===== src/hw/standby_pkg.sv =====
// standby control constants shared by the standby controller and the core end
// assumes a single 25 MHz pclk domain
package standby_pkg;

    // ------------------------------------------------------------
    // clocking
    // ------------------------------------------------------------
    localparam int unsigned CLK_HZ          = 25_000_000;
    localparam int unsigned INTOSC_HZ       = 240_000;
    localparam int unsigned INTOSC_WAKE_PER = 17;
    // hold after stop release on internal clock, rounded up
    localparam int unsigned INTOSC_WAKE_CYC =
        (INTOSC_WAKE_PER * CLK_HZ + INTOSC_HZ - 1) / INTOSC_HZ;
    localparam int unsigned WAKE_CNT_W      = 12;

    // ------------------------------------------------------------
    // cpu clock sources and modes
    // ------------------------------------------------------------
    typedef enum logic [1:0] {
        SRC_MAIN = 2'b00,
        SRC_INT  = 2'b01,
        SRC_SUB  = 2'b10,
        SRC_RSVD = 2'b11
    } clk_src_e;

    typedef enum logic [1:0] {
        MODE_RUN  = 2'b00,
        MODE_HALT = 2'b01,
        MODE_STOP = 2'b10,
        MODE_WAIT = 2'b11
    } mode_e;

    // ------------------------------------------------------------
    // stabilization status and wait select
    // ------------------------------------------------------------
    localparam int unsigned STAB_BITS      = 5;
    localparam int unsigned STAB_CNT_W     = 17;
    localparam int unsigned WAIT_SEL_W     = 3;
    localparam int unsigned STAB_BASE_BITS = 11;
    localparam logic [WAIT_SEL_W-1:0] WAIT_SEL_RST = 3'h4;

    // ------------------------------------------------------------
    // core-side register map (apb, word aligned)
    // ------------------------------------------------------------
    localparam logic [7:0] OFS_CTRL   = 8'h00;
    localparam logic [7:0] OFS_STATUS = 8'h04;
    localparam int unsigned CTRL_STOP    = 0;
    localparam int unsigned CTRL_HALT    = 1;
    localparam int unsigned CTRL_SRC_LO  = 2;
    localparam int unsigned CTRL_SEL_LO  = 4;
    localparam int unsigned CTRL_IOSTOP  = 7;
    localparam int unsigned CTRL_CONV    = 8;
    localparam int unsigned STAT_MODE_LO = 5;
    localparam int unsigned STAT_REFUSED = 7;
    localparam int unsigned STAT_HOLD    = 8;
    localparam int unsigned STAT_BUSY    = 9;
    localparam int unsigned STAT_CMDPEND = 10;

    // exponent of the stabilization step for a status bit
    function automatic int unsigned stab_exp(input int unsigned base, input int unsigned idx);
        stab_exp = (idx == 0) ? base : base + idx + 1;
    endfunction

endpackage


===== src/hw/standby_if.sv =====
// link between the processor core end and the standby controller
// assumes both ends run on the same pclk
`timescale 1ns/1ps
interface standby_if;
    import standby_pkg::*;

    logic                  stop_req;
    logic                  halt_req;
    clk_src_e              clk_src;
    logic [WAIT_SEL_W-1:0] wait_sel;
    logic                  internal_osc_stop_ctl;
    logic                  irq_pending;
    logic                  cpu_hold;
    mode_e                 mode;
    logic [STAB_BITS-1:0]  stabilization_status;
    logic                  stop_refused;
    logic                  stab_busy;

    modport dev (
        input  stop_req,
        input  halt_req,
        input  clk_src,
        input  wait_sel,
        input  internal_osc_stop_ctl,
        input  irq_pending,
        output cpu_hold,
        output mode,
        output stabilization_status,
        output stop_refused,
        output stab_busy
    );

    modport core (
        output stop_req,
        output halt_req,
        output clk_src,
        output wait_sel,
        output internal_osc_stop_ctl,
        output irq_pending,
        input  cpu_hold,
        input  mode,
        input  stabilization_status,
        input  stop_refused,
        input  stab_busy
    );

endinterface


===== src/hw/standby_ctl.sv =====
// standby controller: stop and halt entry, oscillator gating, stabilization wait
// assumes commands arrive on pclk from the core end; main_osc_ok is an async pin
//
// The implementer's own choices: the APB slave port and the register addresses.
`timescale 1ns/1ps
module standby_ctl
    import standby_pkg::*;
#(
    parameter int unsigned STAB_BASE = STAB_BASE_BITS
)(
    input  wire logic pclk,
    input  wire logic presetn,
    standby_if.dev    sif,
    input  wire logic main_osc_ok,
    input  wire logic sw_stop_option,
    output logic      main_osc_en,
    output logic      int_osc_en
);

    // ------------------------------------------------------------
    // state
    // ------------------------------------------------------------
    typedef enum logic [2:0] {
        ST_RUN   = 3'b000,
        ST_HALT  = 3'b001,
        ST_STOP  = 3'b010,
        ST_STAB  = 3'b011,
        ST_IWAKE = 3'b100
    } st_e;

    st_e                   st_r;
    st_e                   st_nxt;
    logic                  osc_meta_r;
    logic                  osc_sync_r;
    logic                  option_meta_r;
    logic                  option_r;
    logic [WAIT_SEL_W-1:0] sel_r;
    logic [STAB_CNT_W-1:0] cnt_r;
    logic                  cnt_act_r;
    logic [STAB_BITS-1:0]  status_r;
    logic [WAKE_CNT_W-1:0] wake_r;
    logic                  main_en_r;
    logic                  int_en_r;
    logic                  refused_r;

    // ------------------------------------------------------------
    // helpers
    // ------------------------------------------------------------
    function automatic logic [STAB_CNT_W-1:0] thr(input int unsigned idx);
        thr = STAB_CNT_W'(1) << stab_exp(STAB_BASE, idx);
    endfunction

    function automatic int unsigned sel_idx(input logic [WAIT_SEL_W-1:0] s);
        sel_idx = (s > 3'h4) ? 4 : int'(s);
    endfunction

    // ------------------------------------------------------------
    // decode
    // ------------------------------------------------------------
    wire src_sub     = (sif.clk_src == SRC_SUB);
    wire src_int     = (sif.clk_src == SRC_INT);
    wire stop_ok     = ~src_sub && (sif.clk_src != SRC_RSVD);
    wire start_stop  = (st_r == ST_RUN) && sif.stop_req && stop_ok;
    wire refuse_stop = (st_r == ST_RUN) && sif.stop_req && ~stop_ok;
    wire [STAB_CNT_W-1:0] limit = thr(sel_idx(sel_r));
    wire cnt_done    = (cnt_r >= limit);
    wire sel_done    = status_r[sel_idx(sel_r)];
    wire wake_done   = (wake_r == WAKE_CNT_W'(INTOSC_WAKE_CYC - 1));

    logic [STAB_BITS-1:0] status_nxt;
    always_comb
    begin
        status_nxt = status_r;
        // sticky, set in order as count climbs
        for (int k = 0; k < STAB_BITS; k++)
        begin
            if (cnt_r >= thr(k))
            begin
                status_nxt[k] = 1'b1;
            end
        end
    end

    // ------------------------------------------------------------
    // mode sequencing
    // ------------------------------------------------------------
    always_comb
    begin
        st_nxt = st_r;
        unique case (st_r)
            ST_RUN:
            begin
                // pending interrupt drops stop straight into the stabilization wait
                if (start_stop && sif.irq_pending)
                begin
                    st_nxt = ST_STAB;
                end
                else if (start_stop)
                begin
                    st_nxt = ST_STOP;
                end
                else if (sif.halt_req)
                begin
                    st_nxt = ST_HALT;
                end
            end
            ST_HALT:
            begin
                if (sif.irq_pending)
                begin
                    st_nxt = ST_RUN;
                end
            end
            ST_STOP:
            begin
                if (sif.irq_pending)
                begin
                    st_nxt = src_int ? ST_IWAKE : ST_STAB;
                end
            end
            ST_STAB:
            begin
                if (sel_done)
                begin
                    st_nxt = ST_RUN;
                end
            end
            ST_IWAKE:
            begin
                if (wake_done)
                begin
                    st_nxt = ST_RUN;
                end
            end
            default:
            begin
                st_nxt = ST_RUN;
            end
        endcase
    end

    always_ff @(posedge pclk or negedge presetn)
    begin
        if (!presetn)
        begin
            st_r       <= ST_RUN;
            osc_meta_r <= 1'b0;
            osc_sync_r <= 1'b0;
            option_meta_r <= 1'b0;
            option_r   <= 1'b0;
            refused_r  <= 1'b0;
        end
        else
        begin
            st_r       <= st_nxt;
            osc_meta_r <= main_osc_ok;
            osc_sync_r <= osc_meta_r;
            // option strap is a pin: two flops before use
            option_meta_r <= sw_stop_option;
            option_r      <= option_meta_r;
            refused_r  <= refuse_stop;
        end
    end

    // ------------------------------------------------------------
    // stabilization counter
    // ------------------------------------------------------------
    always_ff @(posedge pclk or negedge presetn)
    begin
        if (!presetn)
        begin
            sel_r     <= WAIT_SEL_RST;
            cnt_r     <= '0;
            cnt_act_r <= 1'b0;
            status_r  <= '0;
        end
        else if (start_stop)
        begin
            // restart status from zero at stop entry
            sel_r     <= sif.wait_sel;
            cnt_r     <= '0;
            cnt_act_r <= 1'b1;
            status_r  <= '0;
        end
        else
        begin
            status_r <= status_nxt;
            // count only once the main oscillator runs
            if (cnt_act_r && st_r != ST_STOP && osc_sync_r && !cnt_done)
            begin
                cnt_r <= cnt_r + STAB_CNT_W'(1);
            end
            // counting ends at the selected length
            if (cnt_done)
            begin
                cnt_act_r <= 1'b0;
            end
        end
    end

    always_ff @(posedge pclk or negedge presetn)
    begin
        if (!presetn)
        begin
            wake_r <= '0;
        end
        else if (st_r == ST_IWAKE)
        begin
            wake_r <= wake_r + WAKE_CNT_W'(1);
        end
        else
        begin
            wake_r <= '0;
        end
    end

    // ------------------------------------------------------------
    // oscillator enables
    // ------------------------------------------------------------
    always_ff @(posedge pclk or negedge presetn)
    begin
        if (!presetn)
        begin
            main_en_r <= 1'b1;
            int_en_r  <= 1'b1;
        end
        else
        begin
            // stop gates only the main oscillator
            main_en_r <= (st_nxt != ST_STOP);
            // a running internal osc survives stop
            int_en_r  <= ~(sif.internal_osc_stop_ctl && option_r && !src_int);
        end
    end

    // ------------------------------------------------------------
    // outputs
    // ------------------------------------------------------------
    assign main_osc_en              = main_en_r;
    assign int_osc_en               = int_en_r;
    assign sif.cpu_hold             = (st_r != ST_RUN);
    assign sif.stabilization_status = status_r;
    assign sif.stop_refused         = refused_r;
    assign sif.stab_busy            = cnt_act_r;
    assign sif.mode = (st_r == ST_RUN)  ? MODE_RUN  :
                      (st_r == ST_HALT) ? MODE_HALT :
                      (st_r == ST_STOP) ? MODE_STOP : MODE_WAIT;

endmodule


===== src/flat_wrapper.sv =====
// flat-port wrapper written by rule: the top's interface ports become plain ports
module standby_ctl_flat import standby_pkg::*;
#(
    parameter int unsigned STAB_BASE = STAB_BASE_BITS
)
  (pclk, presetn, main_osc_ok, sw_stop_option, main_osc_en, int_osc_en, sif_stop_req, sif_halt_req, sif_clk_src, sif_wait_sel, sif_internal_osc_stop_ctl, sif_irq_pending, sif_cpu_hold, sif_mode, sif_stabilization_status, sif_stop_refused, sif_stab_busy);
  standby_if sif_i ();
  input  wire logic pclk;
  input  wire logic presetn;
  input  wire logic main_osc_ok;
  input  wire logic sw_stop_option;
  output logic main_osc_en;
  output logic int_osc_en;
  input wire logic [$bits(sif_i.stop_req)-1:0] sif_stop_req;
  input wire logic [$bits(sif_i.halt_req)-1:0] sif_halt_req;
  input wire logic [$bits(sif_i.clk_src)-1:0] sif_clk_src;
  input wire logic [$bits(sif_i.wait_sel)-1:0] sif_wait_sel;
  input wire logic [$bits(sif_i.internal_osc_stop_ctl)-1:0] sif_internal_osc_stop_ctl;
  input wire logic [$bits(sif_i.irq_pending)-1:0] sif_irq_pending;
  output wire logic [$bits(sif_i.cpu_hold)-1:0] sif_cpu_hold;
  output wire logic [$bits(sif_i.mode)-1:0] sif_mode;
  output wire logic [$bits(sif_i.stabilization_status)-1:0] sif_stabilization_status;
  output wire logic [$bits(sif_i.stop_refused)-1:0] sif_stop_refused;
  output wire logic [$bits(sif_i.stab_busy)-1:0] sif_stab_busy;
  assign sif_i.stop_req = sif_stop_req;
  assign sif_i.halt_req = sif_halt_req;
  assign sif_i.clk_src = sif_clk_src;
  assign sif_i.wait_sel = sif_wait_sel;
  assign sif_i.internal_osc_stop_ctl = sif_internal_osc_stop_ctl;
  assign sif_i.irq_pending = sif_irq_pending;
  assign sif_cpu_hold = sif_i.cpu_hold;
  assign sif_mode = sif_i.mode;
  assign sif_stabilization_status = sif_i.stabilization_status;
  assign sif_stop_refused = sif_i.stop_refused;
  assign sif_stab_busy = sif_i.stab_busy;
  standby_ctl #(.STAB_BASE(STAB_BASE)) u_core (.pclk(pclk), .presetn(presetn), .sif(sif_i), .main_osc_ok(main_osc_ok), .sw_stop_option(sw_stop_option), .main_osc_en(main_osc_en), .int_osc_en(int_osc_en));
endmodule

===== config.mk =====
export PLATFORM = sky130hd
export DESIGN_NAME = standby_ctl_flat
export DESIGN_NICKNAME = d
export VERILOG_FILES = /design/src/hw/standby_pkg.sv /design/src/hw/standby_if.sv /design/src/hw/standby_ctl.sv /design/src/flat_wrapper.sv
export SDC_FILE = /design/constraint.sdc
export NUM_CORES = 1
export LEC_CHECK = 0
export BUFFER_PORTS_ARGS = -buffer_cell sky130_fd_sc_hd__buf_2
export CAP_MARGIN = 25
export CELL_PAD_IN_SITES_DETAIL_PLACEMENT = 0
export CELL_PAD_IN_SITES_GLOBAL_PLACEMENT = 2
export CORE_MARGIN = 2
export CORE_UTILIZATION = 38
export CTS_CLUSTER_SIZE = 40
export DETAILED_ROUTE_END_ITERATION = 7
export GPL_ROUTABILITY_DRIVEN = 0
export PLACE_DENSITY = 0.8
export SLEW_MARGIN = 30
export SYNTH_ARGS = -nofsm -noshare
export SYNTH_HDL_FRONTEND = slang
export SYNTH_SLANG_ARGS = --single-unit

===== constraint.sdc =====
create_clock -name pclk -period 4.2 [get_ports pclk]
set_input_delay 1.05 -clock pclk [delete_from_list [all_inputs] [get_ports pclk]]
set_output_delay 1.05 -clock pclk [all_outputs]
set_load 0.05 [all_outputs]

# Word-level counts from Yosys, hierarchy flattened
# Index checks and enable logic that the tools add are counted.
[classes]
eq_ne = 10
n_reduce_logical = 22
div_mod_pow = 0
muxes = 27
n_mul = 0
bitwise_logic = 3
add_sub_neg = 4
order_cmp = 8
n_shift = 1
[ops]
columns = ["operator", "count"]
rows = [
  ["17-bit two-way mux", 2],
  ["32-bit by 1-bit adder with 32-bit output, second input constant", 1],
  ["32-bit logical NOT", 1],
  ["32-bit by 4-bit less-than comparator with 1-bit output, second input constant", 1],
  ["32-bit two-way mux", 1],
  ["1-bit by 32-bit left shift with 17-bit output, first input constant", 1],
  ["3-bit two-way mux", 9],
  ["17-bit by 1-bit adder with 17-bit output, second input constant", 1],
  ["17-bit by 12-bit greater-or-equal comparator with 1-bit output, second input constant", 1],
  ["17-bit by 14-bit greater-or-equal comparator with 1-bit output, second input constant", 1],
  ["17-bit by 15-bit greater-or-equal comparator with 1-bit output, second input constant", 1],
  ["17-bit by 16-bit greater-or-equal comparator with 1-bit output, second input constant", 1],
  ["17-bit greater-or-equal comparator", 1],
  ["17-bit greater-or-equal comparator, second input constant", 1],
  ["3-bit case mux with 5 select lines", 1],
  ["2-bit nonzero test", 7],
  ["12-bit by 1-bit adder with 12-bit output, second input constant", 1],
  ["12-bit by 11-bit == test with 1-bit output, second input constant", 1],
  ["12-bit two-way mux", 1],
  ["1-bit logical AND", 10],
  ["1-bit two-way mux", 9],
  ["3-bit by 2-bit == test with 1-bit output, second input constant", 2],
  ["3-bit by 2-bit != test with 1-bit output, second input constant", 2],
  ["4-bit by 3-bit adder with 5-bit output, first input constant", 1],
  ["13 further kinds", 17],
]
[word_totals]
mem_count = 0
romBits = 0
in_bits = 13
mem_bits_rw = 0
latch_bits = 0
regBits = 48
wordCells = 92

# Longest topological paths before layout
# Gate-level depths: netlist of run 1.
[logic_depth]
depth_word = 11
depth_mapped = 15
depth_no_buf = 14

# Worst setup path before layout of run 1
# No wires, ideal clock.
[synth_timing]
kind = "reg2reg"
start = "register u_core.sel_r[2]"
end = "register u_core.cnt_r[0]"
arrival_ns = 2.930
path_stages_with_launch = 16
setup_time_ns = 0.121
period_less_slack_ns = 3.051
n_path_buf = 1
slack_ns = 1.149
path_cell_list = "dfstp_2 > inv_1 > nand2_1 > ha_1 > inv_1 > ha_1 > nor4bb_1 > nor3_1 > nand2_1 > ha_1 > o211ai_1 > a21oi_1 > buf_2 > nor2_1 > xnor2_1 > nor2_1"
[synth_between]
elab_chain_len = 10
[synth_lines]
columns = ["element", "line", "source"]
rows = [
  ["start, declared", "standby_ctl.sv:37", "logic [WAIT_SEL_W-1:0] sel_r;"],
  ["start signal, assigned", "standby_ctl.sv:180", "sel_r <= sif.wait_sel;"],
  ["3-bit greater-than comparator", "standby_ctl.sv:54", "sel_idx = (s > 3'h4) ? 4 : int'(s);"],
  ["3-bit two-way mux *", "standby_ctl.sv:54", ""],
  ["4-bit by 3-bit adder with 5-bit output", "standby_pkg.sv:61", "stab_exp = (idx == 0) ? base : base + idx + 1;"],
  ["32-bit by 1-bit adder with 32-bit output", "standby_pkg.sv:61", ""],
  ["32-bit two-way mux *", "standby_pkg.sv:61", ""],
  ["1-bit by 32-bit left shift with 17-bit output *", "standby_ctl.sv:50", "thr = STAB_CNT_W'(1) << stab_exp(STAB_BASE, idx);"],
  ["17-bit greater-or-equal comparator *", "standby_ctl.sv:66", "wire cnt_done = (cnt_r >= limit);"],
  ["1-bit logical NOT *", "standby_ctl.sv:189", "if (cnt_act_r && st_r != ST_STOP && osc_sync_r && !cnt_done)"],
  ["1-bit logical AND *", "standby_ctl.sv:189", ""],
  ["2-bit nonzero test (no line) *", "--", ""],
  ["end signal, assigned", "standby_ctl.sv:191", "cnt_r <= cnt_r + STAB_CNT_W'(1);"],
  ["end, declared", "standby_ctl.sv:38", "logic [STAB_CNT_W-1:0] cnt_r;"],
]
# Mark *: on every way between the ends. The rest lies on a longest branch, timed or not.
# A chain may end at the register's enable or synchronous reset.

# Final worst setup path of run 1
[layout_timing]
start = "register u_core.sel_r[2]"
end = "register u_core.cnt_r[14]"
# The elaborated chain is that of the path after synthesis.

==> run_results.csv, run 1 <==
group,metric,value,unit
worst_setup_path,cp.arrival,3.57,ns
route,postRouteAntennaNets,0,
worst_setup_path,crit_path_top_delay_cell,"dfstp_2",
cts,cts_buffers,5,
worst_setup_path,cp_common_cell,"ha_1",
timing,fin_worst_hold_slack,0.3551,ns
final_layout,design_area,2841,um2
route,via_count,1848,
worst_setup_path,cp-start-kind,"flop",
power_and_ir_drop,vdd_ir_drop_max,0.0001596,V
run,cap_violations,0,
timing,hold_viol,0,
yosys,synth-edff-count,0,
worst_hold_path,min-delay-start,"u_core.osc_meta_r",
die,rows,29,
final_layout,area_growth,11.49,%
final_layout,n_antenna_cell,0,
worst_setup_path,r2r-start,"u_core.sel_r[2]",
yosys,syn_inst,251,
global_routing,grt_pass1_wl,8.901,mm
global_routing,grt_max_degree,30,
timing,fin_skew,0.01092,ns
yosys,synth_cell_types,43,
die,start_util,39.68,%
die,core,6422,um2
cts,cts-root-buf,"clkbuf_8",
yosys,syn_nets,279,
global_routing,gr-total-overflow,0,
worst_setup_path,crit_buf_inv,2,
timing,relSlewSlack,55.52,%
cts,htree_levels,2,
die,die_x,85.90,um
die,die_h,85.90,um
cts,clk-insertion-delay-late,0.31,ns
placed_design,pre_cts_slack,0.8222,ns
global_routing,first_global_vias,1825,
yosys,yosysWarnings,0,
timing,fmax,295.7,MHz
timing,fin_crit,3.381,ns
worst_setup_path,r2r_slack,0.82,ns
outcome,status,"complete, no violations",
timing,fin_ws,0.8187,ns
route,dr.pass1.iters,6,
yosys,syn_area_per_cell,10.15,um2
worst_setup_path,crit_type,"flop to flop",
cts,cts.clk_slew.worst_paths,0.09,ns
timing,finalSetupViolCount,0,
placed_design,dpl_cell_area,2749,um2
global_routing,track_usage,15.14,%
final_layout,multiInputGateArea,1260,um2
worst_setup_path,crit_start,"u_core.sel_r[2]",
yosys,yosysTopAreaCell,"dfrtp_1",
worst_setup_path,slowest_delay,0.55,ns
cts,clock-sinks,48,
final_layout,nNetsFinal,305,
cts,clk_path_buf_depth,2,
placed_design,port_buffers,24,
timing,tightest_slew,0.6673,ns
route,viasPerCell,5.206,
worst_setup_path,critPathMaxFanout,15,
yosys,yosysMostFrequentCell,"dfrtp_1",
final_layout,drive_gt1_share,20.14,%
worst_setup_path,required,4.39,ns
worst_setup_path,path_delay_family,"simple AND/OR/NAND/NOR gates",
yosys,synth_seq_cells,48,
power_and_ir_drop,p_leak,1.249,nW
placed_design,dp_hpwl,3.657,mm
final_layout,seq_area,1205,um2
final_layout,fill_cells,627,
worst_setup_path,path_cells,"inv_1 > nand2_1 > ha_1 > inv_1 > ha_1 > nor4bb_1 > nor3_1 > nand2_1 > ha_1 > a21oi_1 > o2111ai_4 > nor4_2 > a21oi_1 > o22a_1",
timing,fin_tns_setup,0,ns
route,drt_wl_total,5.099,mm
worst_hold_path,hold_path.class,"flop to flop",
route,drt_iter0_drc,106,
power_and_ir_drop,powerDensity,554.2,nW/um2
yosys,synth_flop_cell,"dfrtp_1",
cts,post_cts_buffers,0,
die,ios,25,
worst_setup_path,end_kind,"flop",
global_routing,antenna_found_initial,0,
yosys,async_flop_share,100.0,%
route,drc,0,
cts,cts_hold_buf,0,
final_layout,fin_util,44.24,%
yosys,synth_top_area_share,44.18,%
cts,cts_tree,"built",
cts,cts_resized,0,
route,wl_per_cell,14.36,um
yosys,synthesis.area,2549,um2
timing,rsz0062_at_grt,"false",
die,dieArea,7378,um2
yosys,synth_seq_area_share,47.28,%
timing,slew_viol_final,0,
timing,finalCritPeriodShare,80.51,%
yosys,synthTopCellsByArea,"dfrtp_1 44%, ha_1 7.4%, xnor2_1 6.5%, nor2_1 6.0%, dfstp_2 3.1%",
yosys,yosys-top-cells-count,"45 x dfrtp_1, 41 x nor2_1, 19 x xnor2_1",
## worst reg2reg max path: cells and delay by family, from the launching register on
kind / cells / cell delay (ns)
fa+ha+maj: 3 / 0.62
buf+inv: 2 / 0.14
simple gates: 5 / 1.08
flops: 1 / 0.55
compound gates: 4 / 0.89
## final timing paths
kind | cells past startpoint | to
setup / recovery | 14 | u_core.cnt_r[14]
hold / removal | 0 | u_core.osc_sync_r
setup reg to reg | 14 | u_core.cnt_r[14]
hold reg to reg | 0 | u_core.osc_sync_r
max in group asynchronous | 2 | u_core.sel_r[2]
min in group asynchronous | 1 | u_core.wake_r[3]
## metal layers
metal,share of wire (%),routed length [um],vias up,track usage (%)
met1,49,2517,903,22.26
met5,0,0,-,0
li1,-,-,912,-
met3,3.6,182,5,2.984
met2,46,2348,28,22.62
met4,1.0,51,0,4.473
## flip-flops by register name, indices dropped and copies added, names as in the netlist, 3 cells and up
register and cells:
u_core.cnt_r 17, u_core.wake_r 12, u_core.sif.stabilization_status 5, u_core.sel_r 3
u_core.st_r 3
## cell families after synthesis
group / Yosys count / synth area share, %
buffers and inverters: 20 / 3.387
and+or+nand+nor: 121 / 26.26
AOI/OAI and AO/OA: 19 / 5.253
xor gates and xnor gates: 23 / 7.904
DFF: 48 / 47.28
adders and majority gates: 15 / 7.364
muxes: 5 / 2.553
## final cells by class
cell class / count / share of cell area, %
Timing Repair Buffer: 27 / 5.020
Clock inverter: 3 / 0.8366
Tap cell: 77 / 3.391
Sequential cell: 48 / 42.40
Inverter: 12 / 1.585
Multi-Input combinational cell: 183 / 44.34
Clock buffer: 5 / 2.422
## layout by cell type (no fill, tap or decap), types with 6 or more instances in the layout
cell	netlist	final
nor2_1	41	40
nand2_1	17	17
nor3_1	7	7
ha_1	15	15
and3_1	6	6
buf_2	3	24
a21oi_1	8	8
inv_1	12	12
xnor2_1	19	19
nor4_2	6	6
nand3_1	11	11
dfrtp_1	45	45
nand4_1	6	6
## per-stage QoR
| step | power [W] | std cells |
|---|---|---|
| CTS | 0.001601 | 355 |
| global route | 0.001690 | 355 |
| finish | 0.001575 | 355 |
| global placement | 0.001303 | 347 |
| detailed placement | 0.001311 | 347 |
| floorplan | 0.001138 | 251 |
## report_power, final
part           total [W]  internal [W]  switching [W]
Combinational   0.000674      0.000214       0.000460
Sequential      0.000620      0.000541      0.0000792
Clock           0.000281      0.000118       0.000163
Total            0.00157      0.000873       0.000702
Power figures use the tool's default switching activity.
==> run 2, diff against run 1 <==
--- a/config.mk
+++ b/config.mk
@@ -5,12 +5,13 @@
 export SDC_FILE = /design/constraint.sdc
 export NUM_CORES = 1
 export LEC_CHECK = 0
+export ABC_AREA = 1
 export BUFFER_PORTS_ARGS = -buffer_cell sky130_fd_sc_hd__buf_2
 export CAP_MARGIN = 25
 export CELL_PAD_IN_SITES_DETAIL_PLACEMENT = 0
 export CELL_PAD_IN_SITES_GLOBAL_PLACEMENT = 2
 export CORE_MARGIN = 2
-export CORE_UTILIZATION = 38
+export CORE_UTILIZATION = 35
 export CTS_CLUSTER_SIZE = 40
 export DETAILED_ROUTE_END_ITERATION = 7
 export GPL_ROUTABILITY_DRIVEN = 0
==> constraint.sdc (replaced) <==
create_clock -name pclk -period 3.3 [get_ports pclk]
set_input_delay 0.825 -clock pclk [delete_from_list [all_inputs] [get_ports pclk]]
set_output_delay 0.825 -clock pclk [all_outputs]
set_load 0.05 [all_outputs]
==> run 2 against run 1 <==
Compared with the run above:
- total power grew 16%
- area after synthesis rose by 8.0%
- via count rose by 28%
- first-iteration DRC count fell by 14%
- sequential share of layout area fell by 3.8 points
- maximum frequency increased by 13%
- synthesized cell count is 39% higher
==> run_results.csv, run 2 <==
group,metric,value,unit
yosys,synth_top_family_by_area,"simple AND/OR/NAND/NOR gates",
final_layout,largest_reg_flops,17,
yosys,syn_area_per_cell,7.865,um2
timing,fin_crit,2.999,ns
worst_hold_path,whs_path_depth,0,
global_routing,antenna_found_initial,0,
global_routing,grt_max_degree,31,
final_layout,final_cells,484,
yosys,syn_inst,350,
cts,cts_tree,"built",
yosys,synth-compound-area-share,8.182,%
worst_setup_path,critPathMaxFanout,14,
yosys,synth_flop_cell,"dfrtp_1",
yosys,synthSimpleGateAreaFrac,30.91,%
power_and_ir_drop,switching_share,40.94,%
final_layout,n_antenna_cell,0,
global_routing,gr-total-overflow,0,
yosys,synth_seq_area_share,43.77,%
die,ios,25,
cts,cts.clk_slew.worst_paths,0.09,ns
yosys,synth_cell_types,28,
outcome,status,"complete, no violations",
worst_hold_path,min_to,"u_core.option_r",
cts,cts_hold_buf,0,
power_and_ir_drop,vdd_ir_drop_max,0.0001972,V
timing,tightest_slew,0.4915,ns
placed_design,port_buffers,24,
timing,hold_viol,0,
worst_setup_path,crit_type,"flop to flop",
die,start_util,35.81,%
final_layout,final_common_cell,"nand2_1",
worst_hold_path,hold_path.class,"flop to flop",
timing,relSlewSlack,67.17,%
yosys,synth_seq_cells,48,
power_and_ir_drop,p_int,0.001084,W
final_layout,final_cell_mix,"85 x nand2_1, 45 x dfrtp_1, 44 x inv_1",
worst_hold_path,min-delay-start,"u_core.option_meta_r",
worst_setup_path,required,3.55,ns
cts,htree_levels,2,
route,via_count,2363,
yosys,syn_nets,378,
route,dr.pass1.iters,4,
route,viasPerCell,4.882,
die,die_h,92.69,um
run,cap_violations,0,
power_and_ir_drop,p_leak,1.485,nW
yosys,yosysWarnings,0,
final_layout,fill_cells,818,
yosys,synthAdderAreaFrac,6.818,%
timing,fmax,333.5,MHz
worst_setup_path,end_kind,"flop",
yosys,async_flop_share,100.0,%
cts,cts_buffers,5,
placed_design,dp_hpwl,4.630,mm
global_routing,grt_pass1_wl,11.01,mm
yosys,synth-edff-count,0,
yosys,synthesis.area,2753,um2
timing,slew_viol_final,0,
worst_setup_path,timing.rr.end,"u_core.cnt_r[11]",
global_routing,track_usage,15.97,%
die,dieArea,8591,um2
route,drt_iter0_drc,91,
yosys,synth_mux_area_share,0,%
power_and_ir_drop,power_frac_seq,39.2,%
worst_setup_path,r2r-start,"u_core.sel_r[2]",
route,drt_wl_total,6.379,mm
timing,fin_skew,0.01108,ns
yosys,yosysTopAreaCell,"dfrtp_1",
power_and_ir_drop,power_switching,0.0007511,W
die,die_x,92.69,um
power_and_ir_drop,clockPowerShare,23.5,%
final_layout,area_growth,13.27,%
cts,cts-root-buf,"clkbuf_8",
global_routing,first_global_vias,2329,
route,drc,0,
worst_setup_path,r2r_slack,0.30,ns
power_and_ir_drop,powerDensity,588.4,nW/um2
cts,clock-sinks,48,
final_layout,top_register,"u_core.cnt_r",
final_layout,drive_gt1_share,12.83,%
timing,finalCritPeriodShare,90.87,%
route,postRouteAntennaNets,0,
yosys,synthTopCellsByArea,"dfrtp_1 41%, nand2_1 12%, ha_1 6.8%, inv_1 6.0%, nand3_1 5.3%",
die,core,7687,um2
die,rows,32,
worst_setup_path,cp-start-kind,"flop",
worst_setup_path,r2r_cells,20,
cts,clk_path_buf_depth,2,
yosys,synth_xor_area_share,2.864,%
timing,finalSetupViolCount,0,
route,wl_per_cell,13.18,um
timing,fin_worst_hold_slack,0.3635,ns
yosys,yosys-top-cells-count,"85 x nand2_1, 45 x dfrtp_1, 44 x inv_1",
yosys,synth_top_area_share,40.91,%
yosys,yosysMostFrequentCell,"nand2_1",
timing,fin_tns_setup,0,ns
timing,rsz0062_at_grt,"false",
worst_setup_path,cp.arrival,3.24,ns
power_and_ir_drop,combPwrFrac,37.3,%
placed_design,place_inst,474,
final_layout,nNetsFinal,409,
cts,clk-insertion-delay-late,0.30,ns
-- run 2: cell types whose count changed in the layout (fill, tap and decap cells not counted), moves of 10 or more --
cell / before / now
nand2_1: 17 / 85
inv_1: 12 / 44
o21ai_0: 4 / 24
xnor2_1: 19 / 0
nand3_1: 11 / 29
nand4_1: 6 / 16
-- run 2: cell type report --
class                   instances  area [um2]  share of cell area [%]
flip-flops and latches         48        1205                   38.64
clock inverters                 2       35.03                   1.124
well taps                     102       127.6                   4.093
multi-input cells             250        1348                   43.22
repair buffers                 28       150.1                   4.815
clock buffers                   6       72.57                   2.327
inverters                      48       180.2                   5.778
-- run 2: cell families (layout without fill, tap and decap cells) --
family | after synthesis | after routing
simple gates | 185 | 185
buf+inv | 52 | 84
compound gates | 41 | 41
flops | 48 | 48
fa+ha+maj | 15 | 15
xor+xnor | 9 | 9
-- run 2: how the worst max path moves through the flow --
stage	cells past startpoint	slack [ns]	to	start
2_1_floorplan	20	0.69	u_core.cnt_r[12]	u_core.sel_r[2]
6_report	20	0.30	u_core.cnt_r[11]	u_core.sel_r[2]
5_1_grt	20	0.004	u_core.cnt_r[9]	u_core.sel_r[2]
4_1_cts	20	0.27	u_core.cnt_r[13]	u_core.sel_r[2]
3_3_place_gp	20	0.35	u_core.cnt_r[9]	u_core.sel_r[2]
3_5_place_dp	20	0.29	u_core.cnt_r[13]	u_core.sel_r[2]
-- run 2: metal layers --
layer	routed length, um	vias to the layer above	GRT usage, %
met2	2986	37	25.67
li1	-	1209	-
met4	52	0	4.167
met1	3132	1113	22.32
met3	207	4	2.848
met5	0	-	0
-- run 2: worst max-delay path, stage by stage (launching register included) --
cell     delay (ns)
dfstp_2        0.56
inv_1          0.11
nand2_1        0.19
ha_1           0.18
inv_1          0.04
ha_1           0.28
inv_1          0.05
nor2_1         0.03
nand3_1        0.05
nand3_1        0.06
inv_1          0.09
nand3_1        0.08
ha_1           0.29
nand2_1        0.06
nand3_1        0.07
nand2_1        0.09
nand3_2        0.12
nor2_8         0.25
buf_4          0.18
nand4_1        0.07
nand2_1        0.08
-- run 2: repair_timing --
| item | 4_1_cts | 5_1_grt |
|---|---|---|
| hold endpoints to repair | 0 | 0 |
| setup endpoints to repair | 0 | 10 |
| buffers inserted | 0 | 2 |
| resized for setup | 0 | 1 |
-- run 2: power groups by stage --
| stage | combinational (W) | clock [W] | sequential [W] |
|---|---|---|---|
| after global placement | 0.000680 | 0 | 0.000729 |
| after detailed placement | 0.000677 | 0 | 0.000729 |
| after floorplan | 0.000485 | 0 | 0.000765 |
| after CTS | 0.000680 | 0.000447 | 0.000718 |
| after global routing | 0.000775 | 0.000462 | 0.000732 |
| final | 0.000685 | 0.000431 | 0.000719 |
-- run 2: per-stage QoR --
| stage | util [%] | worst slack, ns | power [W] | area (um2) |
|---|---|---|---|---|
| final | 40.56 | 0.3013 | 0.001835 | 3118 |
| after global routing | 40.56 | 0.003727 | 0.001969 | 3118 |
| after CTS | 40.30 | 0.2705 | 0.001846 | 3098 |
| after detailed placement | 38.90 | 0.2876 | 0.001406 | 2990 |
| after global placement | 38.90 | 0.3493 | 0.001409 | 2990 |
| after floorplan | - | 0.6925 | 0.001250 | 2753 |
==> run 3, diff against run 2 <==
--- a/config.mk
+++ b/config.mk
@@ -11,11 +11,12 @@
 export CELL_PAD_IN_SITES_DETAIL_PLACEMENT = 0
 export CELL_PAD_IN_SITES_GLOBAL_PLACEMENT = 2
 export CORE_MARGIN = 2
-export CORE_UTILIZATION = 35
+export CORE_UTILIZATION = 36
+export CTS_BUF_LIST = sky130_fd_sc_hd__clkbuf_2
 export CTS_CLUSTER_SIZE = 40
 export DETAILED_ROUTE_END_ITERATION = 7
 export GPL_ROUTABILITY_DRIVEN = 0
-export PLACE_DENSITY = 0.8
+export PLACE_DENSITY = 0.82
 export SLEW_MARGIN = 30
 export SYNTH_ARGS = -nofsm -noshare
 export SYNTH_HDL_FRONTEND = slang
==> run 3 against run 2 <==
Compared with the run above:
- clock skew grew 0.012 ns
- final area shrank 0.48%
- sequential cell count is the same
- setup slack gained 0.049 ns
- routed wire length shrank 1.3%
- die area shrank 2.7%
- maximum frequency grew 1.7%
- global-route usage shrank 0.34 points
==> run_results.csv, run 3 (synthesis gave the netlist of run 2 again) <==
group,metric,value,unit
final_layout,design_area,3103,um2
timing,rsz0062_at_grt,"false",
die,die_h,91.44,um
power_and_ir_drop,combPwrFrac,40.4,%
timing,tightest_slew,0.4790,ns
die,ios,25,
power_and_ir_drop,p_int,0.001001,W
cts,clk_path_buf_depth,2,
global_routing,met3_usage,2.905,%
power_and_ir_drop,power_switching,0.0007552,W
worst_setup_path,cp.arrival,3.28,ns
die,rows,31,
timing,fin_ws,0.3500,ns
final_layout,fill_cells,751,
timing,finalSetupViolCount,0,
cts,cts_buffers,5,
placed_design,pre_cts_slack,0.2788,ns
cts,htree_levels,2,
cts,clock-sinks,48,
worst_setup_path,required,3.63,ns
worst_setup_path,cp-start-kind,"flop",
timing,hold_viol,0,
worst_setup_path,crit_type,"flop to flop",
global_routing,grt_max_degree,29,
global_routing,use_met2,25.06,%
cts,cts_hold_buf,0,
final_layout,top_register,"u_core.cnt_r",
timing,slew_viol_final,0,
final_layout,n_antenna_cell,0,
die,core,7331,um2
placed_design,dp_hpwl,4.609,mm
power_and_ir_drop,clockPowerShare,18.6,%
final_layout,fin_util,42.33,%
power_and_ir_drop,switching_share,43.00,%
route,drc,0,
final_layout,final_common_cell,"nand2_1",
timing,fmax,339.0,MHz
final_layout,area_growth,12.73,%
final_layout,final_cell_mix,"83 x nand2_1, 45 x dfrtp_1, 44 x inv_1",
timing,finalCritPeriodShare,89.39,%
worst_hold_path,hold_path.class,"input pin to async pin",
route,postRouteAntennaNets,0,
power_and_ir_drop,vdd_ir_drop_max,0.0001735,V
route,dr.pass1.iters,4,
cts,cts_tree,"built",
worst_setup_path,end_kind,"flop",
global_routing,grt_pass1_wl,10.61,mm
outcome,status,"complete, no violations",
run,cap_violations,0,
route,drt_wl_total,6.298,mm
timing,relSlewSlack,68.07,%
cts,cts.clk_slew.worst_paths,0.27,ns
global_routing,first_global_vias,2216,
global_routing,met1_usage,21.90,%
power_and_ir_drop,powerDensity,566.0,nW/um2
power_and_ir_drop,power_frac_seq,40.9,%
power_and_ir_drop,p_leak,1.479,nW
route,drt_iter0_drc,73,
timing,fin_tns_setup,0,ns
global_routing,grt-busiest-layer,"met2",
worst_setup_path,critPathMaxFanout,7,
die,dieArea,8361,um2
final_layout,nNetsFinal,410,
cts,clk-insertion-delay-late,0.43,ns
timing,fin_worst_hold_slack,0.2938,ns
route,viasPerCell,4.934,
global_routing,antenna_found_initial,0,
cts,cts-root-buf,"clkbuf_2",
route,via_count,2378,
placed_design,dpl_cell_area,2987,um2
placed_design,port_buffers,24,
timing,fin_skew,0.02277,ns
final_layout,drive_gt1_share,13.58,%
global_routing,track_usage,15.63,%
final_layout,largest_reg_flops,17,
die,start_util,37.55,%
die,die_x,91.44,um
route,wl_per_cell,13.07,um
timing,fin_crit,2.950,ns
global_routing,gr-total-overflow,0,
[run 3: changes by cell type in the layout (fill, tap and decap cells not counted), moves of 2 or more]
cell	change
clkbuf_2	+5
nand2_2	+2
nand2_1	-2
clkbuf_8	-5
[run 3: repair_timing]
| action | in CTS | in global routing |
|---|---|---|
| endpoints found under the setup margin | 0 | 15 |
| endpoints found under the hold margin | 0 | 0 |
| gates resized for setup | 0 | 4 |
| setup buffers | 0 | 2 |
[run 3: per-stage QoR]
stage	instances	total power (W)
floorplan	350	0.001250
global placement	471	0.001408
detailed placement	471	0.001411
CTS	479	0.001745
global route	482	0.001896
finish	482	0.001756
[run 3: cell type report]
cell class | count | area [um2] | area share, %
Inverter | 48 | 180.2 | 5.806
Multi-Input combinational cell | 251 | 1364 | 43.95
Tap cell | 99 | 123.9 | 3.992
Timing Repair Buffer | 28 | 162.7 | 5.242
Clock inverter | 3 | 42.54 | 1.371
Clock buffer | 5 | 25.02 | 0.8065
Sequential cell | 48 | 1205 | 38.83
[run 3: power by group through the flow]
stage | Sequential, W | Clock, W | Combinational, W
after floorplan | 0.000765 | 0 | 0.000485
after global placement | 0.000728 | 0 | 0.000681
after detailed placement | 0.000728 | 0 | 0.000683
after CTS | 0.000718 | 0.000342 | 0.000686
after global routing | 0.000728 | 0.000363 | 0.000805
final | 0.000719 | 0.000327 | 0.000710
[run 3: final timing paths]
path | startpoint | end | slack [ns] | cells after the start
worst max-delay path | u_core.sel_r[2] | u_core.cnt_r[12] | 0.35 | 21
worst min-delay path | presetn | u_core.wake_r[5] | 0.29 | 1
worst max register to register | u_core.sel_r[2] | u_core.cnt_r[12] | 0.35 | 21
worst min register to register | u_core.osc_meta_r | u_core.osc_sync_r | 0.39 | 0
max in group asynchronous | presetn | u_core.cnt_r[12] | 2.23 | 2
min in group pclk | u_core.osc_meta_r | u_core.osc_sync_r | 0.39 | 0
[run 3: metal layers]
metal,share of wire (%),vias to the layer above
met3,4.3,7
met2,44,59
met1,50,1106
met4,0.84,0
met5,0,-
li1,-,1206
[run 3: worst max-delay path, cell delays in order (launching register included)]
cell,delay (ns)
dfstp_2,0.61
inv_1,0.13
nand2_2,0.15
ha_1,0.17
inv_1,0.04
ha_1,0.27
inv_1,0.05
nor2_1,0.03
nand3_1,0.05
nand3_1,0.06
inv_1,0.09
nand3_1,0.07
ha_1,0.29
nand2_1,0.06
nand3_1,0.07
nand2_1,0.09
nand3_2,0.12
nor2_8,0.19
buf_12,0.14
nor2_4,0.05
nand2_1,0.07
nand2_1,0.05
